`src/hw/cicsp_pkg.sv`:
```
// shared constants and types of the stream port block
package cicsp_pkg;
  // apb bus shape
  localparam int ADDR_W = 8;
  localparam int DATA_W = 32;
  localparam int STRB_W = 4;
  // register byte offsets
  localparam logic [ADDR_W-1:0] CTRL_OFFSET   = 8'h00;
  localparam logic [ADDR_W-1:0] STATUS_OFFSET = 8'h04;
  localparam logic [ADDR_W-1:0] CHAN_OFFSET   = 8'h08;
  localparam logic [ADDR_W-1:0] BEATS_OFFSET  = 8'h0c;
  // control fields
  localparam int   CTRL_ENABLE_BIT   = 0;
  localparam logic CTRL_ENABLE_RESET = 1'h1;
  // sticky status fields
  localparam int STAT_NO_SOP_BIT   = 0;
  localparam int STAT_NO_EOP_BIT   = 1;
  localparam int STAT_OTHER_BIT    = 2;
  localparam int STAT_UPSTREAM_BIT = 3;
  localparam int STAT_W            = 4;
  // channel register: source channel field position
  localparam int CHAN_SRC_LSB = 16;
  localparam int CHAN_MAX_W   = 16;
  // two-bit error codes, same on sink and source
  localparam logic [1:0] ERR_NONE   = 2'h0;
  localparam logic [1:0] ERR_NO_SOP = 2'h1;
  localparam logic [1:0] ERR_NO_EOP = 2'h2;
  localparam logic [1:0] ERR_OTHER  = 2'h3;
  // default shape of the datapath
  localparam int NUM_IF_DEFAULT = 2;
  localparam int NUM_CH_DEFAULT = 4;
  localparam int IN_W_DEFAULT   = 16;
  localparam int OUT_W_DEFAULT  = 18;
  // framing state of the sink
  typedef enum logic {
    FRAME_IDLE,
    FRAME_BUSY
  } cicsp_frame_type;
endpackage

```
`src/hw/cicsp_beat_if.sv`:
```
// beat handshake between the port logic and the framing checker
`timescale 1ns/1ps
interface cicsp_beat_if #(
  parameter int CH_W = 2
);
  logic            accept;      // sink beat taken this cycle
  logic            sop;         // start marker of that beat
  logic            eop;         // end marker of that beat
  logic [1:0]      err_in;      // upstream error code
  logic [CH_W-1:0] chan;        // channel of that beat
  logic [1:0]      err_out;     // framing class of that beat
  logic [CH_W-1:0] expect_chan; // next channel expected
  modport port (output accept, sop, eop, err_in, input chan, err_out, expect_chan);
  modport check (input accept, sop, eop, err_in, output chan, err_out, expect_chan);
endinterface

```
`src/hw/cicsp_top.sv`:
```
// top of the stream port block: sink, source and apb registers
`timescale 1ns/1ps

// Summary of operation
// - interface zero sits in top slot
// - all registers run on one clock
// - clock enable gates every advance
// - two-bit error code, shared encoding
// - sink ready only when beat fits
// - start marker means channel zero
// - without sink valid, processing waits
// - one sample port per interface
// - channel index travels with result
// - parameter width, one result port each
// - end marker on last channel result
// - source error uses same code
// - start marker on channel zero result
// - beat moves when valid meets ready
// - source valid only with result
module cicsp_top #(
  parameter int NUM_IF = cicsp_pkg::NUM_IF_DEFAULT,        // parallel interfaces
  parameter int NUM_CH = cicsp_pkg::NUM_CH_DEFAULT,        // channels per interface
  parameter int IN_W   = cicsp_pkg::IN_W_DEFAULT,          // sample width
  parameter int OUT_W  = cicsp_pkg::OUT_W_DEFAULT,         // result width
  parameter int CH_W   = (NUM_CH > 1) ? $clog2(NUM_CH) : 1 // channel index width
) (
  input  wire logic                         pclk,                // the only clock
  input  wire logic                         presetn,             // async reset, low
  input  wire logic [cicsp_pkg::ADDR_W-1:0] paddr,               // apb address
  input  wire logic                         psel,                // apb select
  input  wire logic                         penable,             // apb access phase
  input  wire logic                         pwrite,              // apb write
  input  wire logic [cicsp_pkg::DATA_W-1:0] pwdata,              // apb write data
  input  wire logic [cicsp_pkg::STRB_W-1:0] pstrb,               // apb byte strobes
  output logic      [cicsp_pkg::DATA_W-1:0] prdata,              // apb read data
  output logic                              pready,              // apb ready
  output logic                              pslverr,             // apb error
  input  wire logic                         clken,               // advance enable
  input  wire logic [IN_W-1:0]              sample_input_port [NUM_IF], // samples
  input  wire logic                         sink_valid,          // sample valid
  input  wire logic                         sink_sop,            // start marker
  input  wire logic                         sink_eop,            // end marker
  input  wire logic [1:0]                   sink_error,          // upstream error
  output logic                              sink_ready,          // sample taken
  output logic      [NUM_IF*IN_W-1:0]       sink_aggregate_bus,  // last samples packed
  output logic      [OUT_W-1:0]             result_output_port [NUM_IF], // results
  output logic      [NUM_IF*OUT_W-1:0]      source_aggregate_bus, // results packed
  output logic                              source_valid,        // result valid
  input  wire logic                         source_ready,        // downstream ready
  output logic                              source_sop,          // channel zero
  output logic                              source_eop,          // last channel
  output logic      [1:0]                   source_error,        // error code
  output logic      [CH_W-1:0]              source_channel       // result channel
);
  import cicsp_pkg::*;

  localparam logic [CH_W-1:0] FIRST_CH = '0;
  localparam logic [CH_W-1:0] LAST_CH  = CH_W'(NUM_CH - 1);

  // refuse shapes the datapath cannot serve
  if (NUM_IF < 1 || NUM_CH < 2 || IN_W < 2 || OUT_W < IN_W ||
      CH_W < $clog2(NUM_CH) || CH_W > CHAN_MAX_W) begin : g_bad_shape
    $error("unsupported parameter set");
  end

  cicsp_beat_if #(.CH_W(CH_W)) beat ();

  logic                    take;              // sink beat accepted
  logic                    pop;               // source beat delivered
  logic                    next_source_valid; // output slot full next cycle
  logic                    next_enable;       // enable after this edge
  logic                    ctrl_enable;       // software stream enable
  logic [STAT_W-1:0]       sticky;            // sticky error flags
  logic [STAT_W-1:0]       next_sticky;
  logic [DATA_W-1:0]       beat_count;        // taken sink beats
  logic [DATA_W-1:0]       rdata;             // read mux
  logic                    rd_bad;            // unmapped address
  logic                    apb_setup_done;    // access cycle waiting
  logic                    apb_done;          // transfer completes here
  logic                    wr_ctrl;
  logic                    wr_status;
  logic [NUM_IF*IN_W-1:0]  next_sink_bus;
  logic [NUM_IF*OUT_W-1:0] next_source_bus;
  logic [OUT_W-1:0]        next_result [NUM_IF];

  // waits for valid
  // the upstream keeps valid low while clken is low, the gate is a guard
  assign take = sink_valid & sink_ready & clken;
  assign pop  = source_valid & source_ready & clken;
  assign next_source_valid = take | (source_valid & ~pop);

  // beat seen by the framing checker
  assign beat.accept = take;
  assign beat.sop    = sink_sop;
  assign beat.eop    = sink_eop;
  assign beat.err_in = sink_error;

  cicsp_frame_check #(
    .NUM_CH (NUM_CH),
    .CH_W   (CH_W)
  ) u_check (
    .pclk    (pclk),
    .presetn (presetn),
    .beat    (beat.check)
  );

  for (genvar i = 0; i < NUM_IF; i++) begin : g_if
    localparam int SLOT = NUM_IF - 1 - i;
    // sign extension stands in for the filter arithmetic
    assign next_result[i] = OUT_W'($signed(sample_input_port[i]));
    assign next_sink_bus[SLOT*IN_W +: IN_W]    = sample_input_port[i];
    assign next_source_bus[SLOT*OUT_W +: OUT_W] = next_result[i];
    always_ff @(posedge pclk or negedge presetn) begin
      if (!presetn) begin
        result_output_port[i] <= '0;
      end else if (take) begin
        result_output_port[i] <= next_result[i];
      end
    end
  end

  // single clock
  // packed copies of the last taken beat, held like the results
  always_ff @(posedge pclk or negedge presetn) begin
    if (!presetn) begin
      sink_aggregate_bus   <= '0;
      source_aggregate_bus <= '0;
    end else if (take) begin
      sink_aggregate_bus   <= next_sink_bus;
      source_aggregate_bus <= next_source_bus;
    end
  end

  always_ff @(posedge pclk or negedge presetn) begin
    if (!presetn) begin
      source_valid <= 1'b0;
    end else begin
      source_valid <= next_source_valid;
    end
  end

  // ready when room
  // one output slot and a registered ready: at most one beat per two cycles
  always_ff @(posedge pclk or negedge presetn) begin
    if (!presetn) begin
      sink_ready <= 1'b0;
    end else begin
      sink_ready <= next_enable & ~next_source_valid;
    end
  end

  always_ff @(posedge pclk or negedge presetn) begin
    if (!presetn) begin
      source_channel <= '0;
      source_sop     <= 1'b0;
      source_eop     <= 1'b0;
    end else if (take) begin
      source_channel <= beat.chan;
      source_sop     <= (beat.chan == FIRST_CH);
      source_eop     <= (beat.chan == LAST_CH);
    end
  end

  always_ff @(posedge pclk or negedge presetn) begin
    if (!presetn) begin
      source_error <= ERR_NONE;
    end else if (take) begin
      source_error <= beat.err_out;
    end
  end

  // taken beat counter, wraps silently
  always_ff @(posedge pclk or negedge presetn) begin
    if (!presetn) begin
      beat_count <= '0;
    end else if (take) begin
      beat_count <= beat_count + DATA_W'(1);
    end
  end

  // apb handshake: one wait state, answer registered
  assign apb_setup_done = psel & penable & ~pready;
  assign apb_done       = psel & penable & pready;
  assign wr_ctrl   = apb_done & pwrite & pstrb[0] & (paddr == CTRL_OFFSET);
  assign wr_status = apb_done & pwrite & pstrb[0] & (paddr == STATUS_OFFSET);
  assign next_enable = wr_ctrl ? pwdata[CTRL_ENABLE_BIT] : ctrl_enable;

  // sticky flags: a new event beats a clear in the same cycle
  always_comb begin
    next_sticky = sticky;
    if (wr_status) begin
      next_sticky = sticky & ~pwdata[STAT_W-1:0];
    end
    if (take) begin
      case (beat.err_out)
        ERR_NO_SOP: next_sticky[STAT_NO_SOP_BIT] = 1'b1;
        ERR_NO_EOP: next_sticky[STAT_NO_EOP_BIT] = 1'b1;
        ERR_OTHER:  next_sticky[STAT_OTHER_BIT] = 1'b1;
        default:    next_sticky[STAT_OTHER_BIT] = sticky[STAT_OTHER_BIT] & ~wr_status |
                                                  next_sticky[STAT_OTHER_BIT];
      endcase
      if (sink_error != ERR_NONE) begin
        next_sticky[STAT_UPSTREAM_BIT] = 1'b1;
      end
    end
  end

  // sticky status register
  always_ff @(posedge pclk or negedge presetn) begin
    if (!presetn) begin
      sticky <= '0;
    end else begin
      sticky <= next_sticky;
    end
  end

  // control register, enable stops the sink from the edge that writes it
  always_ff @(posedge pclk or negedge presetn) begin
    if (!presetn) begin
      ctrl_enable <= CTRL_ENABLE_RESET;
    end else begin
      ctrl_enable <= next_enable;
    end
  end

  // read mux, unused bits read as zero
  always_comb begin
    rdata  = '0;
    rd_bad = 1'b0;
    case (paddr)
      CTRL_OFFSET: begin
        rdata[CTRL_ENABLE_BIT] = ctrl_enable;
      end
      STATUS_OFFSET: begin
        rdata[STAT_W-1:0] = sticky;
      end
      CHAN_OFFSET: begin
        rdata[CH_W-1:0]             = beat.expect_chan;
        rdata[CHAN_SRC_LSB +: CH_W] = source_channel;
      end
      BEATS_OFFSET: begin
        rdata = beat_count;
      end
      default: begin
        rd_bad = 1'b1;
      end
    endcase
  end

  // apb ready rises one cycle into the access phase
  always_ff @(posedge pclk or negedge presetn) begin
    if (!presetn) begin
      pready <= 1'b0;
    end else begin
      pready <= apb_setup_done;
    end
  end

  // apb answer latched with ready, held until the next access
  always_ff @(posedge pclk or negedge presetn) begin
    if (!presetn) begin
      prdata  <= '0;
      pslverr <= 1'b0;
    end else if (apb_setup_done) begin
      prdata  <= pwrite ? '0 : rdata;
      pslverr <= rd_bad;
    end
  end

  property p_ready_room;
    @(posedge pclk) disable iff (!presetn)
    sink_ready |-> !source_valid && ctrl_enable;
  endproperty
  a_ready_room: assert property (p_ready_room) else $error("ready with full slot");

  property p_hold;
    @(posedge pclk) disable iff (!presetn)
    source_valid && !(source_ready && clken) |=>
      source_valid && $stable(source_channel) && $stable(source_aggregate_bus);
  endproperty
  a_hold: assert property (p_hold) else $error("result changed before transfer");

  property p_sop_zero;
    @(posedge pclk) disable iff (!presetn)
    source_valid |-> source_sop == (source_channel == FIRST_CH);
  endproperty
  a_sop_zero: assert property (p_sop_zero) else $error("sop does not match channel");

  property p_eop_last;
    @(posedge pclk) disable iff (!presetn)
    source_valid |-> source_eop == (source_channel == LAST_CH);
  endproperty
  a_eop_last: assert property (p_eop_last) else $error("eop does not match channel");

  property p_take_result;
    @(posedge pclk) disable iff (!presetn)
    take |=> source_valid && source_channel == $past(beat.chan) &&
             source_error == $past(beat.err_out);
  endproperty
  a_take_result: assert property (p_take_result) else $error("taken beat not shown");

  property p_sop_chan;
    @(posedge pclk) disable iff (!presetn)
    take && sink_sop |=> source_channel == FIRST_CH && source_sop;
  endproperty
  a_sop_chan: assert property (p_sop_chan) else $error("start beat not channel zero");

  property p_halt;
    @(posedge pclk) disable iff (!presetn)
    !sink_valid |=> $stable(beat_count) && $stable(source_aggregate_bus);
  endproperty
  a_halt: assert property (p_halt) else $error("advanced without valid");

  property p_msb_slot;
    @(posedge pclk) disable iff (!presetn)
    take |=> source_aggregate_bus[NUM_IF*OUT_W-1 -: OUT_W] == result_output_port[0] &&
             source_aggregate_bus[OUT_W-1:0] == result_output_port[NUM_IF-1];
  endproperty
  a_msb_slot: assert property (p_msb_slot) else $error("interface slot order wrong");

  property p_clken;
    @(posedge pclk) disable iff (!presetn)
    !clken |=> $stable(source_valid) && $stable(beat_count);
  endproperty
  a_clken: assert property (p_clken) else $error("advanced with clken low");

  property p_reset_clean;
    @(posedge pclk) disable iff (!presetn)
    $rose(presetn) |-> !source_valid && source_error == ERR_NONE && !sink_ready;
  endproperty
  a_reset_clean: assert property (p_reset_clean) else $error("dirty state after reset");
endmodule

```
`src/hw/cicsp_frame_check.sv`:
```
// framing checker: channel tracking and error class of sink beats
`timescale 1ns/1ps
module cicsp_frame_check #(
  parameter int NUM_CH = cicsp_pkg::NUM_CH_DEFAULT, // channels per interface
  parameter int CH_W   = 2                          // channel index width
) (
  input wire logic    pclk,    // the only clock
  input wire logic    presetn, // async reset, active low
  cicsp_beat_if.check beat     // beat from the port logic
);
  import cicsp_pkg::*;

  localparam logic [CH_W-1:0] LAST_CH = CH_W'(NUM_CH - 1);

  cicsp_frame_type frame;
  logic [CH_W-1:0] count;
  logic            at_last;
  logic            closes;

  assign beat.chan        = beat.sop ? '0 : count;
  assign beat.expect_chan = count;
  assign at_last          = (beat.chan == LAST_CH);
  // packet closes on eop or on the last channel, so a lost eop resyncs
  assign closes           = beat.eop | at_last;

  always_comb begin
    beat.err_out = ERR_NONE;
    if (beat.err_in != ERR_NONE) begin
      beat.err_out = beat.err_in;
    end else if (beat.sop && frame == FRAME_BUSY) begin
      beat.err_out = ERR_NO_EOP;
    end else if (!beat.sop && frame == FRAME_IDLE) begin
      beat.err_out = ERR_NO_SOP;
    end else if (beat.eop && !at_last) begin
      beat.err_out = ERR_OTHER;
    end else if (!beat.eop && at_last) begin
      beat.err_out = ERR_NO_EOP;
    end
  end

  // framing state, moves only on taken beats
  always_ff @(posedge pclk or negedge presetn) begin
    if (!presetn) begin
      frame <= FRAME_IDLE;
    end else begin
      case (frame)
        FRAME_IDLE: if (beat.accept && !closes) frame <= FRAME_BUSY;
        FRAME_BUSY: if (beat.accept && closes) frame <= FRAME_IDLE;
        default:    frame <= FRAME_IDLE;
      endcase
    end
  end

  always_ff @(posedge pclk or negedge presetn) begin
    if (!presetn) begin
      count <= '0;
    end else if (beat.accept) begin
      count <= closes ? '0 : beat.chan + CH_W'(1);
    end
  end

  property p_chan_step;
    @(posedge pclk) disable iff (!presetn)
    beat.accept && !closes |=> beat.expect_chan == CH_W'($past(beat.chan) + 1);
  endproperty
  a_chan_step: assert property (p_chan_step) else $error("channel did not step");

  // takes are never back to back, so judge a headless beat while no packet is open
  property p_no_sop;
    @(posedge pclk) disable iff (!presetn)
    beat.accept && !beat.sop && beat.err_in == ERR_NONE && frame == FRAME_IDLE |->
      beat.err_out == ERR_NO_SOP;
  endproperty
  a_no_sop: assert property (p_no_sop) else $error("missing sop not flagged");
endmodule

```
`config.mk`:
```
export PLATFORM = sky130hd
export DESIGN_NAME = cicsp_top
export DESIGN_NICKNAME = d
export VERILOG_FILES = /design/src/hw/cicsp_pkg.sv /design/src/hw/cicsp_beat_if.sv /design/src/hw/cicsp_top.sv /design/src/hw/cicsp_frame_check.sv
export SDC_FILE = /design/constraint.sdc
export NUM_CORES = 1
export LEC_CHECK = 0
export ABC_AREA = 0
export BUFFER_PORTS_ARGS = -buffer_cell sky130_fd_sc_hd__buf_2
export CAP_MARGIN = 10
export CORE_UTILIZATION = 45
export DETAILED_ROUTE_END_ITERATION = 10
export MAX_ROUTING_LAYER = met4
export PLACE_DENSITY = 0.76
export SYNTH_ARGS = -nofsm -noshare
export SYNTH_HDL_FRONTEND = slang
export SYNTH_HIERARCHICAL = 1
export SYNTH_SLANG_ARGS = --single-unit
```
`constraint.sdc`:
```
create_clock -name pclk -period 3.6 [get_ports pclk]
set_input_delay 0.72 -clock pclk [delete_from_list [all_inputs] [get_ports pclk]]
set_output_delay 0.72 -clock pclk [all_outputs]
set_load 0.02 [all_outputs]
```
==> results <==
- The run finished, with violations left.
- The final reports fail on DRC.
- The die boundary width is 111.1 µm.
- The total iterations of the first detailed-routing run is 7.
- In the final layout, the share of cells above drive strength 1 is 37.91%.
- The final layout contains routed wiring with a total length of 12,160 µm.
- In this run the clock root is driven by a sky130_fd_sc_hd__clkbuf_16.
- The post-placement cell area is 0.005967 mm².
- The element type at the critical path start is an input pin.
- The pin slew with the least headroom to its limit is slightly above 0.9 ns.
- Summed over all cells, the static leakage comes to between 3 and 4 nW.
- The final number of max-transition violations is 0.
- The global-route total usage across every layer is 21.44%.
- The HPWL after detailed placement is 8675 µm.
- The top cell types in the final layout, fill and taps aside, are sky130_fd_sc_hd__buf_2 (201), sky130_fd_sc_hd__nand2_1 (130), sky130_fd_sc_hd__dfrtp_1 (113).
- The cell area after layout is 0.006619 mm².
- The number of placement rows is 39.
- Counting distinct cell types in the post-synthesis netlist gives 49.
- The power spent charging and discharging nets is 0.0006658 W.
- Summed over all failing endpoints, the final setup total negative slack is 0 ns.
- The initial antenna violation count is 0.
- The top cell family by delay on the critical path is simple AND/OR/NAND/NOR gates.
- For this design the ratio of total power to cell area is between 400 and 500 mW/mm².
- At the later pin of the worst-skew pair, clock insertion delay measures 0.40 ns.
- Counting cells, the worst reg-to-reg path comes to 10.
- The total congestion overflow is 0.
- The sum of buffers and inverters on the critical path is 3.
- Post-CTS timing repair inserted 0 buffers for setup.
- The most common library cell in the layout ignoring fill and taps is sky130_fd_sc_hd__buf_2.
- The clock network fraction of design power is 56.4%.
- At the end of the flow the core is filled with cells to between 50% and 60%.
- The area added between synthesis and finish is 23.51%.
- The detailed-route DRC error count is 28.
- The area of the core is 0.01152 mm².
- Of the available clock period, the critical path in the final layout requires 78.34%.
- The largest net degree at the start of global routing is 60.
- The floorplan step defined a die boundary enclosing ~0.012 mm².
- The critical path class is in -> reg.
- The diode insertion count for antenna repair is 0.
- The final routed wire length divided by cell count is 14.96 µm.
- The maximum level of the CTS H-tree is 4.
- The number of cells produced by synthesis is 520.
- Tracing the worst setup path back leads to its startpoint at sink_sop.
- The via count normalized by instance count is between 4 and 5.
- The deepest clock path buffer count is 2.
- The class of the most critical hold timing path is in -> async.
- The total of hold buffers inserted after clock tree synthesis is 0.
- In this run the critical register-to-register path is launched from u_check/beat.expect_chan[0].
- Counting every net in the synthesized netlist gives a little over 600.
- The largest voltage drop on the vdd net is 0.0002412 V.
- In this run the count of I/O pins placed on the die edge is 234.
- The worst register-to-register path ends at sticky[2].
- In this run the remaining antenna-violating nets after routing total 0.
- After clock tree synthesis, the clock-pin slew on the worst setup and hold paths is roughly 0.05 ns.
- TritonCTS built the clock tree.
- After synthesis, flip-flops and latches occupy between 50% and 60% of the total area.
- Dividing the synthesized area by the synthesized cell count gives roughly 10 µm².
- Setup repair after global routing left no endpoint under its margin.
- Headroom to the max-slew limit came out at between 30% and 40%.
- The via count of the first global-routing pass is between 4,000 and 5,000.
- In this run, synthesis inferred 0 flip-flops with an integrated enable.
- The count of endpoints failing hold in the final timing report was 0.
- Total power for the finished layout comes to roughly 0.0032 W.
- The die is 111.1 µm tall.
- The synthesized netlist occupies a cell area of approximately 0.0054 mm².
- Along the worst path, the maximum fanout reaches 5.
- The first routing iteration left approximately 240 violations.
- The first global-routing pass estimated a little over 20,000 µm of wire.
- The clock sink total is 114.
- At the worst endpoint, the arrival time is 3.11 ns.
- Timing would allow up to 0.3546 GHz.
- The number of CTS-inserted buffers is 17.
- The initial cell density of the core is 46.53%.
- The count of maximum capacitance violations is 0.
- The post-cts repair resize count is 0.
- During placement, the flow inserted port buffers numbering 202.
- At the worst endpoint, the required time is 3.89 ns.
- The part of the power in combinational logic is 3.7%.
- On the worst path, the slowest cell contributes a delay of about 0.37 ns.
- The slowest library cell on the worst path is sky130_fd_sc_hd__or3_1.
- In the synthesized netlist the async set-or-reset flop fraction comes to 100.0%.
- The switching share of power is 20.53%.
- Setup violations remaining at the end of the flow were counted as 0.
- The share of power burned in registers is 39.8%.
- After synthesis the netlist holds a flip-flop and latch count of 114.
- The internal power of the cells totals around 0.0026 W.
- The last weighted congestion value of the routability-driven placer is 0.8718.
- Hold timing on the final database bottoms out at a slack of 0.3732 ns.
- The final critical-path required period is between 2 and 3 ns.
- On the final layout, the worst clock skew is 0.004648 ns.
- The worst-case register-to-register setup slack is 0.83 ns.
- The critical path goes through buf_2 -> and2b_2 -> ha_1 -> inv_1 -> ha_1 -> or3b_1 -> o311ai_1 -> inv_1 -> ha_1 -> or3_1 -> a32o_1.
- The worst setup path is captured at a flip-flop.
- The number of warnings issued by yosys is 6.
- The critical path's most frequent cell is sky130_fd_sc_hd__ha_1.
- The most used flip-flop cell after synthesis is sky130_fd_sc_hd__dfrtp_1.
- The total number of vias is 4,056.
- In the final design database the tool counted 753 nets.
## layout make-up
cell class              instances  area [µm²]
fillers                       999        4897
flip-flops and latches        114        2854
multi-input cells             303        1823
repair buffers                209        1066
clock buffers                  19       442.9
clock inverters                13       209.0
well taps                     143       178.9
inverters                      12       45.04
## power groups by stage
stage          Combinational, W  Sequential, W  Clock (W)
2_1_floorplan         0.0000481        0.00132          0
3_3_place_gp           0.000119        0.00131          0
3_5_place_dp           0.000123        0.00131          0
4_1_cts                0.000124        0.00129    0.00186
5_1_grt                0.000136        0.00129    0.00193
6_report               0.000121        0.00129    0.00183
## Yosys cell counts (2+ instances only)
| library cell | instances | area (µm²) |
|---|---|---|
| sky130_fd_sc_hd__a21o_1 | 3 | 22.52 |
| sky130_fd_sc_hd__a22o_1 | 29 | 254.0 |
| sky130_fd_sc_hd__nand2_1 | 130 | 488.0 |
| sky130_fd_sc_hd__inv_1 | 11 | 41.29 |
| sky130_fd_sc_hd__nand3_1 | 22 | 110.1 |
| sky130_fd_sc_hd__and2_1 | 3 | 18.77 |
| sky130_fd_sc_hd__buf_8 | 2 | 30.03 |
| sky130_fd_sc_hd__nand4_1 | 14 | 87.58 |
| sky130_fd_sc_hd__nor2_1 | 10 | 37.54 |
| sky130_fd_sc_hd__and4_1 | 3 | 26.28 |
| sky130_fd_sc_hd__o21ai_0 | 5 | 25.02 |
| sky130_fd_sc_hd__and3_1 | 4 | 25.02 |
| sky130_fd_sc_hd__clkbuf_1 | 12 | 45.04 |
| sky130_fd_sc_hd__buf_1 | 4 | 15.01 |
| sky130_fd_sc_hd__buf_4 | 72 | 540.5 |
| sky130_fd_sc_hd__dfrtp_1 | 113 | 2828 |
| sky130_fd_sc_hd__xor2_1 | 5 | 43.79 |
| sky130_fd_sc_hd__or3_1 | 2 | 12.51 |
| sky130_fd_sc_hd__nor3_1 | 8 | 40.04 |
| sky130_fd_sc_hd__xnor2_1 | 26 | 227.7 |
| sky130_fd_sc_hd__or2_2 | 2 | 12.51 |
| sky130_fd_sc_hd__a41o_1 | 2 | 20.02 |
| sky130_fd_sc_hd__mux2i_1 | 2 | 20.02 |
| sky130_fd_sc_hd__ha_1 | 8 | 100.1 |
| sky130_fd_sc_hd__nor2b_1 | 3 | 18.77 |
| sky130_fd_sc_hd__mux2_2 | 2 | 22.52 |
## logic make-up (layout without fill, tap and decap cells)
kind of cell,after synthesis,in the layout,share of synthesized area (%)
buffers and inverters,103,253,12.82
multiplexers,5,5,1.214
XOR/XNOR,31,31,5.067
adder cells (fa/ha/maj),9,9,2.078
AO/OA/AOI/OAI,46,46,7.098
AND/OR/NAND/NOR,212,212,18.47
flip-flops,114,114,53.26
## how the worst max path moves through the flow
stage | endpoint | slack [ns] | cells past startpoint
2_1_floorplan | sticky[2] | 0.68 | 10
3_3_place_gp | sticky[2] | 0.47 | 11
3_5_place_dp | sticky[2] | 0.34 | 11
4_1_cts | sticky[2] | 0.77 | 11
5_1_grt | sticky[2] | 0.64 | 11
6_report | sticky[2] | 0.78 | 11
## per-stage QoR
stage	worst slack, ns	instances
after CTS	0.7716	813
after floorplan	0.6835	520
after global routing	0.6357	813
final	0.7797	813
after global placement	0.4660	781
after detailed placement	0.3444	781
## metal layers
metal | up-vias | wire [µm] | GRT usage [%]
met4 | 0 | 155 | 5.946
met2 | 135 | 5856 | 33.58
met5 | - | 0 | -
li1 | 1943 | - | -
met3 | 14 | 716 | 6.780
met1 | 1964 | 5434 | 26.86
## sequential cells by signal, summed over array words and instances, names as in the netlist, named ones only
signal	count
sticky	4
ctrl_enable	1
source_sop	1
sink_ready	1
pslverr	1
pready	1
prdata	32
source_eop	1
u_check/beat.expect_chan	2
result_output_port	31
source_error	2
sink_aggregate_bus	1
source_channel	2
beat_count	32
source_valid	1
Note: power is estimated with default switching activity, not from simulation.
